<file path="config.mk">
export PLATFORM = sky130hd
export DESIGN_NAME = pfk_ctrl
export DESIGN_NICKNAME = d
export VERILOG_FILES = /design/src/pfk_pkg.sv /design/src/pfk_ctrl.sv
export SDC_FILE = /design/constraint.sdc
export NUM_CORES = 1
export LEC_CHECK = 0
export BUFFER_PORTS_ARGS = -buffer_cell sky130_fd_sc_hd__buf_2
export CAP_MARGIN = 15
export CELL_PAD_IN_SITES_DETAIL_PLACEMENT = 1
export CELL_PAD_IN_SITES_GLOBAL_PLACEMENT = 1
export CORE_MARGIN = 4
export CORE_UTILIZATION = 44
export CTS_CLUSTER_DIAMETER = 60
export DETAILED_ROUTE_END_ITERATION = 12
export HOLD_SLACK_MARGIN = 0.12
export PLACE_DENSITY = 0.92
export RECOVER_POWER = 50
export SYNTH_ARGS = -nofsm -noshare
export SYNTH_HDL_FRONTEND = slang
export SYNTH_SLANG_ARGS = --single-unit
</file>
<file path="constraint.sdc">
create_clock -name pclk -period 3.65 [get_ports pclk]
set_input_delay 0.73 -clock pclk [delete_from_list [all_inputs] [get_ports pclk]]
set_output_delay 0.73 -clock pclk [all_outputs]
set_load 0.05 [all_outputs]
</file>
<file path="src/pfk_pkg.sv">
// Package for the panel function-key controller: register map, field positions,
// reset values, command codes and the change-window timing.
// Assumes a 100 MHz pclk and a 32-bit APB register bus.
package pfk_pkg;

  // ********************************************************************
  // Register offsets (byte addresses).
  // ********************************************************************
  localparam logic [11:0] OFS_STATE    = 12'h000;  // Function and profile state, read only.
  localparam logic [11:0] OFS_CMD      = 12'h004;  // Configuration-software command, write only.
  localparam logic [11:0] OFS_PROF_CFG = 12'h008;  // Per-profile switches and counts.
  localparam logic [11:0] OFS_HCL_TRIP = 12'h00C;  // Per-profile lockout trip numbers.
  localparam logic [11:0] OFS_USER_LED = 12'h010;  // User-key lamp conditions.

  // ********************************************************************
  // Field positions.
  // ********************************************************************
  localparam int ST_GND    = 0;   // Ground trip block state bit.
  localparam int ST_NREC   = 1;   // Reclose inhibit state bit.
  localparam int ST_SUPOFF = 2;   // Remote command lockout state bit.
  localparam int ST_PROF   = 3;   // Two-bit active profile field, 0 is normal.
  localparam int ST_ARMED  = 5;   // Change window armed, in the status word only.
  localparam int ST_TAG    = 6;   // Live-work tag, in the status word only.
  localparam int CMD_OP    = 0;   // Three-bit command code field.
  localparam int CMD_VAL   = 8;   // Two-bit command value field.
  localparam int CFG_SEQ   = 0;   // Four sequence-coordination enables.
  localparam int CFG_FTD   = 4;   // Four fast-trip-disable enables.
  localparam int CFG_HCL   = 8;   // Four high-current-lockout enables.
  localparam int CFG_SCNT  = 12;  // Four two-bit sequence counts.

  // ********************************************************************
  // Key indices on the synchronised panel vector.
  // ********************************************************************
  localparam int K_GND = 0;   // Ground trip block key.
  localparam int K_NREC = 1;  // Reclose inhibit key.
  localparam int K_SUP = 2;   // Remote command lockout key.
  localparam int K_ALT1 = 3;  // First alternate profile key; two more follow.
  localparam int K_OPT1 = 6;  // First user key; two more follow.
  localparam int K_CHG = 9;   // Change key.
  localparam int K_TRIP = 10; // Trip pushbutton.
  localparam int K_CLOSE = 11; // Close pushbutton.
  localparam int K_TAG = 12;  // Live-work tag switch.

  // ********************************************************************
  // Command codes shared by panel, remote and software sources.
  // ********************************************************************
  localparam logic [2:0] OP_NONE   = 3'h0;  // No command.
  localparam logic [2:0] OP_GND    = 3'h1;  // Set ground trip block to value bit 0.
  localparam logic [2:0] OP_NREC   = 3'h2;  // Set reclose inhibit to value bit 0.
  localparam logic [2:0] OP_SUPOFF = 3'h3;  // Set lockout; accepted from the panel only.
  localparam logic [2:0] OP_PROF   = 3'h4;  // Select profile given by value.

  // ********************************************************************
  // Reset values.
  // ********************************************************************
  localparam logic [4:0]  RST_STATE    = 5'h00;      // All functions off, normal profile.
  localparam logic [19:0] RST_PROF_CFG = 20'h55000;  // Counts of one, all switches off.
  localparam logic [23:0] RST_HCL_TRIP = 24'h000000; // Lockout on first trip everywhere.
  localparam logic [2:0]  RST_USER_LED = 3'h0;       // User lamps dark.

  // ********************************************************************
  // Change-window timing.
  // ********************************************************************
  localparam int CHANGE_WIN_S  = 10;           // Window length in seconds.
  localparam int CLK_HZ        = 100_000_000;  // pclk rate in hertz.
  localparam int CHANGE_WIN_CYC = CHANGE_WIN_S * CLK_HZ;  // Window in pclk cycles.

  // Change-window states, Gray coded.
  typedef enum logic {
    PFK_IDLE  = 1'b0,
    PFK_ARMED = 1'b1
  } pfk_state_t;

endpackage : pfk_pkg

</file>
<file path="src/pfk_ctrl.sv">
// Panel function-key and protection-mode controller with an APB register slave.
// Assumes panel keys and the tag switch are asynchronous pins, remote commands and
// current comparators come from logic on pclk, and the bus master follows APB.
//
// Chosen here: the APB interface to the registers and the placing of the registers.
`timescale 1ns/10ps
module pfk_ctrl #(
  parameter int unsigned CHANGE_WIN_CYCLES = pfk_pkg::CHANGE_WIN_CYC  // Window length.
) (
  input  wire logic        pclk,              // Bus and block clock.
  input  wire logic        presetn,           // Asynchronous reset, active low.
  input  wire logic        psel,              // APB select.
  input  wire logic        penable,           // APB access phase.
  input  wire logic        pwrite,            // APB direction, high for write.
  input  wire logic [11:0] paddr,             // APB byte address.
  input  wire logic [31:0] pwdata,            // APB write data.
  output logic      [31:0] prdata,            // APB read data.
  output logic             pready,            // APB ready.
  output logic             pslverr,           // APB error on unmapped address.
  input  wire logic [12:0] panel_in,          // Raw keys, change, trip, close, tag.
  input  wire logic        remote_cmd_valid,  // Rear serial or discrete command strobe.
  input  wire logic [2:0]  remote_cmd_op,     // Remote command code.
  input  wire logic [1:0]  remote_cmd_val,    // Remote command value.
  input  wire logic [2:0]  over_level,        // Current above level: phase, ground, neg.
  input  wire logic [1:0]  trip_number,       // Zero-based number of the coming trip.
  output logic [8:0]       lamp,              // Function-key lamps.
  output logic [2:0]       user_key_pulse,    // One-cycle user key pulses.
  output logic             remote_cmd_reject, // Pulse when a remote command is refused.
  output logic [1:0]       active_profile,    // Zero normal, one to three alternates.
  output logic             gnd_sense_block,   // Ground sensing suppressed.
  output logic             reclose_block,     // Automatic reclosing suppressed.
  output logic             close_block,       // Every closing attempt blocked.
  output logic             delayed_curve,     // Trips time on the delayed curve.
  output logic             seq_coord_en,      // Sequence coordination on.
  output logic [1:0]       seq_coord_count,   // Advances allowed, one to three.
  output logic             hcl_lockout,       // Pulse to lock out on high current.
  output logic             trip_req,          // Panel trip request pulse.
  output logic             close_req          // Panel close request pulse.
);

  // ********************************************************************
  // Helper functions.
  // ********************************************************************

  // Applies one command to the state word; lockout is handled by the caller.
  function automatic logic [4:0] pfk_apply(input logic [4:0] st, input logic [2:0] op,
                                           input logic [1:0] val);
    logic [4:0] r;
    r = st;
    unique case (op)
      pfk_pkg::OP_GND:    r[pfk_pkg::ST_GND] = val[0];
      pfk_pkg::OP_NREC:   r[pfk_pkg::ST_NREC] = val[0];
      pfk_pkg::OP_SUPOFF: r[pfk_pkg::ST_SUPOFF] = val[0];
      pfk_pkg::OP_PROF:   r[pfk_pkg::ST_PROF +: 2] = val;  // Always one profile.
      default:            r = st;
    endcase
    return r;
  endfunction : pfk_apply

  // Returns the lowest pressed function key among 0..5, or 15 when none.
  function automatic logic [3:0] pfk_first(input logic [5:0] k);
    logic [3:0] r;
    r = 4'hF;
    for (int i = 5; i >= 0; i--) begin
      if (k[i]) begin
        r = 4'(i);
      end
    end
    return r;
  endfunction : pfk_first

  // ********************************************************************
  // Declarations.
  // ********************************************************************
  logic [12:0]        sync1_r;       // First synchroniser stage.
  logic [12:0]        sync2_r;       // Second synchroniser stage.
  logic [12:0]        prev_r;        // Delayed copy for edge detection.
  logic [12:0]        press;         // Rising edges of synchronised inputs.
  pfk_pkg::pfk_state_t mode_r;       // Change-window state.
  pfk_pkg::pfk_state_t mode_nxt;     // Next change-window state.
  logic [29:0]        win_cnt_r;     // Cycles left in the change window.
  logic [4:0]         st_r;          // Function and profile state.
  logic [4:0]         st_nxt;        // Next state after all sources.
  logic [4:0]         st_panel;      // State after the panel toggle.
  logic [2:0]         pan_op;        // Panel command code.
  logic [1:0]         pan_val;       // Panel command value.
  logic [3:0]         key_idx;       // Chosen function key.
  logic               remote_ok;     // Remote command accepted.
  logic               wr_en;         // APB write in the access phase.
  logic               rd_setup;      // APB read in the setup phase.
  logic               addr_ok;       // Address decodes to a register.
  logic [19:0]        prof_cfg_r;    // Profile switch register.
  logic [23:0]        hcl_trip_r;    // Lockout trip number register.
  logic [2:0]         user_led_r;    // User lamp register.
  logic [31:0]        prdata_r;      // Read data register.
  logic [2:0]         user_pulse_r;  // User key pulse register.
  logic               reject_r;      // Remote reject pulse register.
  logic               hcl_r;         // High-current lockout pulse register.
  logic [1:0]         trip_close_r;  // Trip and close pulse registers.
  logic [1:0]         prof;          // Active profile index.
  logic [2:0]         hcl_hit;       // Per-quantity lockout match.

  // ********************************************************************
  // Input synchronisers and edge detection.
  // ********************************************************************

  // Two stages for every pin, then a third copy for edges.
  always_ff @(posedge pclk or negedge presetn) begin
    if (!presetn) begin
      sync1_r <= 13'h0000;
      sync2_r <= 13'h0000;
      prev_r  <= 13'h0000;
    end else begin
      sync1_r <= panel_in;
      sync2_r <= sync1_r;
      prev_r  <= sync2_r;
    end
  end

  // A press is a rising edge of the second stage.
  assign press = sync2_r & ~prev_r;

  // ********************************************************************
  // Change window.
  // ********************************************************************

  // The lowest pressed key wins when several rise together.
  assign key_idx = pfk_first(press[5:0]);

  // Next window state: arm on change, drop on a toggle or on timeout.
  always_comb begin
    mode_nxt = mode_r;
    unique case (mode_r)
      pfk_pkg::PFK_IDLE: begin
        if (press[pfk_pkg::K_CHG]) begin
          mode_nxt = pfk_pkg::PFK_ARMED;
        end
      end
      pfk_pkg::PFK_ARMED: begin
        if (press[pfk_pkg::K_CHG]) begin
          mode_nxt = pfk_pkg::PFK_ARMED;  // A new change press re-arms the window.
        end else if (key_idx != 4'hF) begin
          mode_nxt = pfk_pkg::PFK_IDLE;
        end else if (win_cnt_r == 30'h0) begin
          mode_nxt = pfk_pkg::PFK_IDLE;
        end
      end
    endcase
  end

  // State register of the change window.
  always_ff @(posedge pclk or negedge presetn) begin
    if (!presetn) begin
      mode_r <= pfk_pkg::PFK_IDLE;
    end else begin
      mode_r <= mode_nxt;
    end
  end

  // Timer reloads on every change press and counts down while armed.
  always_ff @(posedge pclk or negedge presetn) begin
    if (!presetn) begin
      win_cnt_r <= 30'h0;
    end else if (press[pfk_pkg::K_CHG]) begin
      win_cnt_r <= 30'(CHANGE_WIN_CYCLES - 1);
    end else if (mode_r == pfk_pkg::PFK_ARMED && win_cnt_r != 30'h0) begin
      win_cnt_r <= win_cnt_r - 30'h1;
    end
  end

  // ********************************************************************
  // Command sources.
  // ********************************************************************

  // Panel key turns into a command only inside an armed window.
  always_comb begin
    pan_op  = pfk_pkg::OP_NONE;
    pan_val = 2'h0;
    if (mode_r == pfk_pkg::PFK_ARMED && !press[pfk_pkg::K_CHG] && key_idx != 4'hF) begin
      unique case (key_idx)
        4'h0: begin
          pan_op  = pfk_pkg::OP_GND;
          pan_val = {1'b0, ~st_r[pfk_pkg::ST_GND]};
        end
        4'h1: begin
          pan_op  = pfk_pkg::OP_NREC;
          pan_val = {1'b0, ~st_r[pfk_pkg::ST_NREC]};
        end
        4'h2: begin
          pan_op  = pfk_pkg::OP_SUPOFF;
          pan_val = {1'b0, ~st_r[pfk_pkg::ST_SUPOFF]};
        end
        default: begin
          // Alternate keys: reselecting the active one returns to normal.
          pan_op  = pfk_pkg::OP_PROF;
          pan_val = (prof == 2'(key_idx - 4'h2)) ? 2'h0 : 2'(key_idx - 4'h2);
        end
      endcase
    end
  end

  // Rear serial and discrete commands are refused under lockout.
  assign remote_ok = remote_cmd_valid && !st_r[pfk_pkg::ST_SUPOFF]
                     && remote_cmd_op != pfk_pkg::OP_SUPOFF;

  // Panel first, then remote, then the configuration port.
  always_comb begin
    st_panel = pfk_apply(st_r, pan_op, pan_val);
    st_nxt   = st_panel;
    if (remote_ok) begin
      st_nxt = pfk_apply(st_nxt, remote_cmd_op, remote_cmd_val);
    end
    // Front configuration port ignores lockout but may not set it.
    if (wr_en && paddr == pfk_pkg::OFS_CMD
        && pwdata[pfk_pkg::CMD_OP +: 3] != pfk_pkg::OP_SUPOFF) begin
      st_nxt = pfk_apply(st_nxt, pwdata[pfk_pkg::CMD_OP +: 3],
                         pwdata[pfk_pkg::CMD_VAL +: 2]);
    end
  end

  // Function state register.
  always_ff @(posedge pclk or negedge presetn) begin
    if (!presetn) begin
      st_r <= pfk_pkg::RST_STATE;
    end else begin
      st_r <= st_nxt;
    end
  end

  // ********************************************************************
  // APB slave.
  // ********************************************************************
  assign wr_en    = psel && penable && pwrite;
  assign rd_setup = psel && !penable && !pwrite;
  assign addr_ok  = paddr == pfk_pkg::OFS_STATE || paddr == pfk_pkg::OFS_CMD
                    || paddr == pfk_pkg::OFS_PROF_CFG || paddr == pfk_pkg::OFS_HCL_TRIP
                    || paddr == pfk_pkg::OFS_USER_LED;
  assign pready   = 1'b1;
  assign pslverr  = psel && penable && !addr_ok;

  // Writable configuration registers.
  always_ff @(posedge pclk or negedge presetn) begin
    if (!presetn) begin
      prof_cfg_r <= pfk_pkg::RST_PROF_CFG;
      hcl_trip_r <= pfk_pkg::RST_HCL_TRIP;
      user_led_r <= pfk_pkg::RST_USER_LED;
    end else if (wr_en) begin
      if (paddr == pfk_pkg::OFS_PROF_CFG) begin
        prof_cfg_r <= pwdata[19:0];
      end
      if (paddr == pfk_pkg::OFS_HCL_TRIP) begin
        hcl_trip_r <= pwdata[23:0];
      end
      if (paddr == pfk_pkg::OFS_USER_LED) begin
        user_led_r <= pwdata[2:0];
      end
    end
  end

  // Read data is captured in the setup phase; unmapped and write-only read zero.
  always_ff @(posedge pclk or negedge presetn) begin
    if (!presetn) begin
      prdata_r <= 32'h0000_0000;
    end else if (rd_setup) begin
      unique case (paddr)
        pfk_pkg::OFS_STATE:    prdata_r <= {25'h0, sync2_r[pfk_pkg::K_TAG],
                                            mode_r == pfk_pkg::PFK_ARMED, st_r};
        pfk_pkg::OFS_PROF_CFG: prdata_r <= {12'h000, prof_cfg_r};
        pfk_pkg::OFS_HCL_TRIP: prdata_r <= {8'h00, hcl_trip_r};
        pfk_pkg::OFS_USER_LED: prdata_r <= {29'h0, user_led_r};
        default:               prdata_r <= 32'h0000_0000;
      endcase
    end
  end
  assign prdata = prdata_r;

  // ********************************************************************
  // Lamps and mode outputs.
  // ********************************************************************
  assign prof = st_r[pfk_pkg::ST_PROF +: 2];

  // Lamps follow state, not which source set it.
  assign lamp[pfk_pkg::K_GND]  = st_r[pfk_pkg::ST_GND];
  assign lamp[pfk_pkg::K_NREC] = st_r[pfk_pkg::ST_NREC];
  assign lamp[pfk_pkg::K_SUP]  = st_r[pfk_pkg::ST_SUPOFF];
  assign lamp[5:3]             = {prof == 2'h3, prof == 2'h2, prof == 2'h1};
  assign lamp[8:6]             = user_led_r;

  assign active_profile  = prof;
  assign gnd_sense_block = st_r[pfk_pkg::ST_GND];
  // The tag blocks closing and so overrides reclose inhibit too.
  assign reclose_block   = st_r[pfk_pkg::ST_NREC] | sync2_r[pfk_pkg::K_TAG];
  assign close_block     = sync2_r[pfk_pkg::K_TAG];
  // Curve choice ignores reclose inhibit; the tag forces the fast curve.
  assign delayed_curve   = prof_cfg_r[pfk_pkg::CFG_FTD + prof] & ~sync2_r[pfk_pkg::K_TAG];
  assign seq_coord_en    = prof_cfg_r[pfk_pkg::CFG_SEQ + prof];
  // A stored zero count reads as one, keeping the range one to three.
  assign seq_coord_count = (prof_cfg_r[pfk_pkg::CFG_SCNT + 2 * prof +: 2] == 2'h0)
                           ? 2'h1 : prof_cfg_r[pfk_pkg::CFG_SCNT + 2 * prof +: 2];

  // ********************************************************************
  // Pulses: user keys, trip and close, lockout, remote reject.
  // ********************************************************************

  // Each quantity matches when above level on its selected trip.
  always_comb begin
    for (int q = 0; q < 3; q++) begin
      hcl_hit[q] = over_level[q] && trip_number == hcl_trip_r[6 * prof + 2 * q +: 2];
    end
  end

  // Registered pulse outputs.
  always_ff @(posedge pclk or negedge presetn) begin
    if (!presetn) begin
      user_pulse_r <= 3'h0;
      reject_r     <= 1'b0;
      hcl_r        <= 1'b0;
      trip_close_r <= 2'h0;
    end else begin
      user_pulse_r <= press[pfk_pkg::K_OPT1 +: 3];
      reject_r     <= remote_cmd_valid && !remote_ok;
      hcl_r        <= prof_cfg_r[pfk_pkg::CFG_HCL + prof] && (|hcl_hit);
      // Trip and close bypass lockout; a close press is dropped while the tag is on.
      trip_close_r <= {press[pfk_pkg::K_CLOSE] & ~sync2_r[pfk_pkg::K_TAG],
                       press[pfk_pkg::K_TRIP]};
    end
  end

  assign user_key_pulse    = user_pulse_r;
  assign remote_cmd_reject = reject_r;
  assign hcl_lockout       = hcl_r;
  assign trip_req          = trip_close_r[0];
  assign close_req         = trip_close_r[1];

endmodule : pfk_ctrl

</file>
==> impl_metrics.yaml <==
clock_network:
  cts_tree: "yes"
  cts.path.max_buffers: 2
  cts_max_level: 4
  root_buffer: "clkbuf_16"
  clk_pin_slew_ps: 60
  numCtsBuffers: 17
  clock_latency_ps: 430
  cts_resized: 0
  holdBufCountCts: 0
  cts_num_sinks: 152
  cts_setup_buffers: 0
drt:
  ant_nets: 0
  drt-initial-drc-count: 320
  drt-total-wl_mm: 21.6
  first_pass_iters: 7
  num_vias: 5494
  wl_per_cell_um: 23.2
  drt-vias-per-instance: 5.90
  drc: 0
setup_path:
  cpPeakStageDelay_ps: 750
  critPathTopFamily: "simple AND/OR/NAND/NOR gates"
  cp_common_cell: "or4b_2"
  cp_cell_sequence: "inv_1 -> ha_1 -> or4b_2 -> or4b_2 -> a21o_1 -> o311ai_0 -> o41ai_1"
  crit_path_end_kind: "register"
  path_buf_inv: 1
  cp_slowest_cell: "or4b_2"
  crit_required_ps: 3940
  crit_arrival_ps: 3360
  path_class: "reg2reg"
  crit_path_start_kind: "register"
  cp_max_fo: 6
floorplan:
  ios: 132
  die_w_um: 133
  core_um2: 15300
  rows: 45
  start_util_pct: 45.1
  die-area_um2: 17700
  die_height_um: 133
layout:
  finish.utilization_pct: 54.2
  area_growth_pct: 20.2
  fillers: 1646
  finalNetCount: 781
  drive_gt1_share_pct: 32.2
  num_antenna_cells: 0
grt:
  grt_pass1_vias: 6220
  antenna_found_initial: 0
  grt_pass1_wl_mm: 34.6
  grt_overflow_total: 0
  track_usage_pct: 25.2
  grt_max_degree: 84
sta:
  fin_crit_ps: 3070
  setup_slack_ps: 577
  finClkSkew_ps: 6.52
  finalHoldViolations: 0
  maxSlewHeadroom_pct: -38.9
  min_period_over_period_pct: 84.2
  worst_slew_pin_slew_ps: 2080
  finalSetupTns_ps: 0
  fmax_mhz: 325
  grt_setup_unrepaired: "false"
  drv_slew: 83
  setup_viol: 0
power_and_ir_drop:
  p_total_mw: 4.35
  p_per_area_nw_per_um2: 525
  p_leak_nw: 3.72
  vdd_drop_max_mv: 0.405
run_status:
  violations: "max-capacitance violations, max-slew violations"
  status: "complete, but fails checks"
synth:
  yosysMostFrequentCell: "dfrtp_1"
  ys.flop_type: "dfrtp_1"
  seq_area_frac_synth_pct: 55.3
  yosysTopAreaCellShare_pct: 53.8
  synth-edff-count: 0
  yosys.area_share.simple_pct: 15.2
  synth_top_area_cell: "dfrtp_1"
  synth.cell_area_um2: 6890
  synthTopCellsByArea: "dfrtp_1, mux2_2, mux4_2, mux2i_1, nand2_1"
  syn_inst: 589
  synth-xor-area-share_pct: 1.91
  synth_top_family_by_area: "simple AND/OR/NAND/NOR gates"
  avgSynthCellArea_um2: 11.7
  ys_async_sr_fraction_pct: 100
  ys_types: 56
  synthAdderAreaFrac_pct: 0.182
  synth_compound_area_share_pct: 9.95
  yosys_register_bits: 152
  ys_warn_count: 0
  muxShareOfSynthArea_pct: 14.5
  synth_common_cells: "dfrtp_1, nand2_1, mux2_2, nor2_1, o21ai_0"
place:
  dpl_worst_slack_ps: 633
  dp_hpwl_mm: 14.6
  io_buffers: 114
  gp_congestion: 0.828
min_path:
  hp-class: "reg2reg"
job:
  drv_cap: 1
## logic make-up (layout without fill, tap and decap cells)
group,after synthesis,after routing
buffers and inverters,41,165
xor gates and xnor gates,15,15
muxes,80,80
AOI/OAI and AO/OA,104,104
adders and majority gates,1,1
DFF,152,152
other,2,9
and+or+nand+nor,194,194
## report_power, final
part | switching [mW] | internal (mW)
logic | 0.517 | 0.222
registers | 0.115 | 1.75
clock network | 0.753 | 0.994
## layout make-up
class / instances / area (um2) / share of cell area, %
well taps: 211 / 264 / 3.19
clock inverters: 13 / 135 / 1.63
inverters: 7 / 26.3 / 0.317
repair buffers: 126 / 672 / 8.12
flip-flops and latches: 152 / 3810 / 46.0
clock buffers: 19 / 453 / 5.47
multi-input cells: 403 / 2920 / 35.3
## placed cells by master, fill, tap and decap left out, types with 14 or more instances in the layout
cell and count:
mux2_2 49, nor2b_1 16, clkbuf_16 17, mux2i_1 20
buf_2 112, a21oi_1 16, nand2_1 51, dfrtp_1 148
nand3_1 17, nor2_1 29, o21ai_0 28, o31ai_1 18
xnor2_1 14
## registers in the layout (all words and copies together) (netlist names)
signal	cells
sync1_r	13
hcl_trip_r	24
remote_cmd_reject	1
user_led_r	3
prof_cfg_r	20
trip_close_r	2
mode_r	1
sync2_r	13
win_cnt_r	30
hcl_lockout	1
user_key_pulse	3
prev_r	12
st_r	5
prdata	24
## final timing paths
| check | startpoint | endpoint | slack (ps) | cells past startpoint |
|---|---|---|---|---|
| min in group asynchronous | presetn | prdata[17] | 900 | 1 |
| max reg2reg | win_cnt_r[0] | win_cnt_r[18] | 580 | 7 |
| min reg2reg | sync1_r[11] | sync2_r[11] | 350 | 0 |
| max in group asynchronous | presetn | prof_cfg_r[16] | 1470 | 2 |
| min | sync1_r[11] | sync2_r[11] | 350 | 0 |
| max | win_cnt_r[0] | win_cnt_r[18] | 580 | 7 |
## stage by stage
step                hold WS, ps  instance area (um2)  instances
global placement            334                 7700        899
CTS                         353                 8280        931
floorplan                   331                 6910        596
finish                      353                 8280        931
detailed placement          339                 7700        899
global route                363                 8280        931
## metal layers
layer / global-route usage [%] / vias up / wire length, um
met4: 12.0 / 0 / 935
li1: - / 2389 / -
met2: 44.1 / 214 / 11400
met3: 5.82 / 73 / 934
met5: 0 / - / 0
met1: 29.4 / 2818 / 8310
Note: power is estimated with default switching activity, not from simulation.
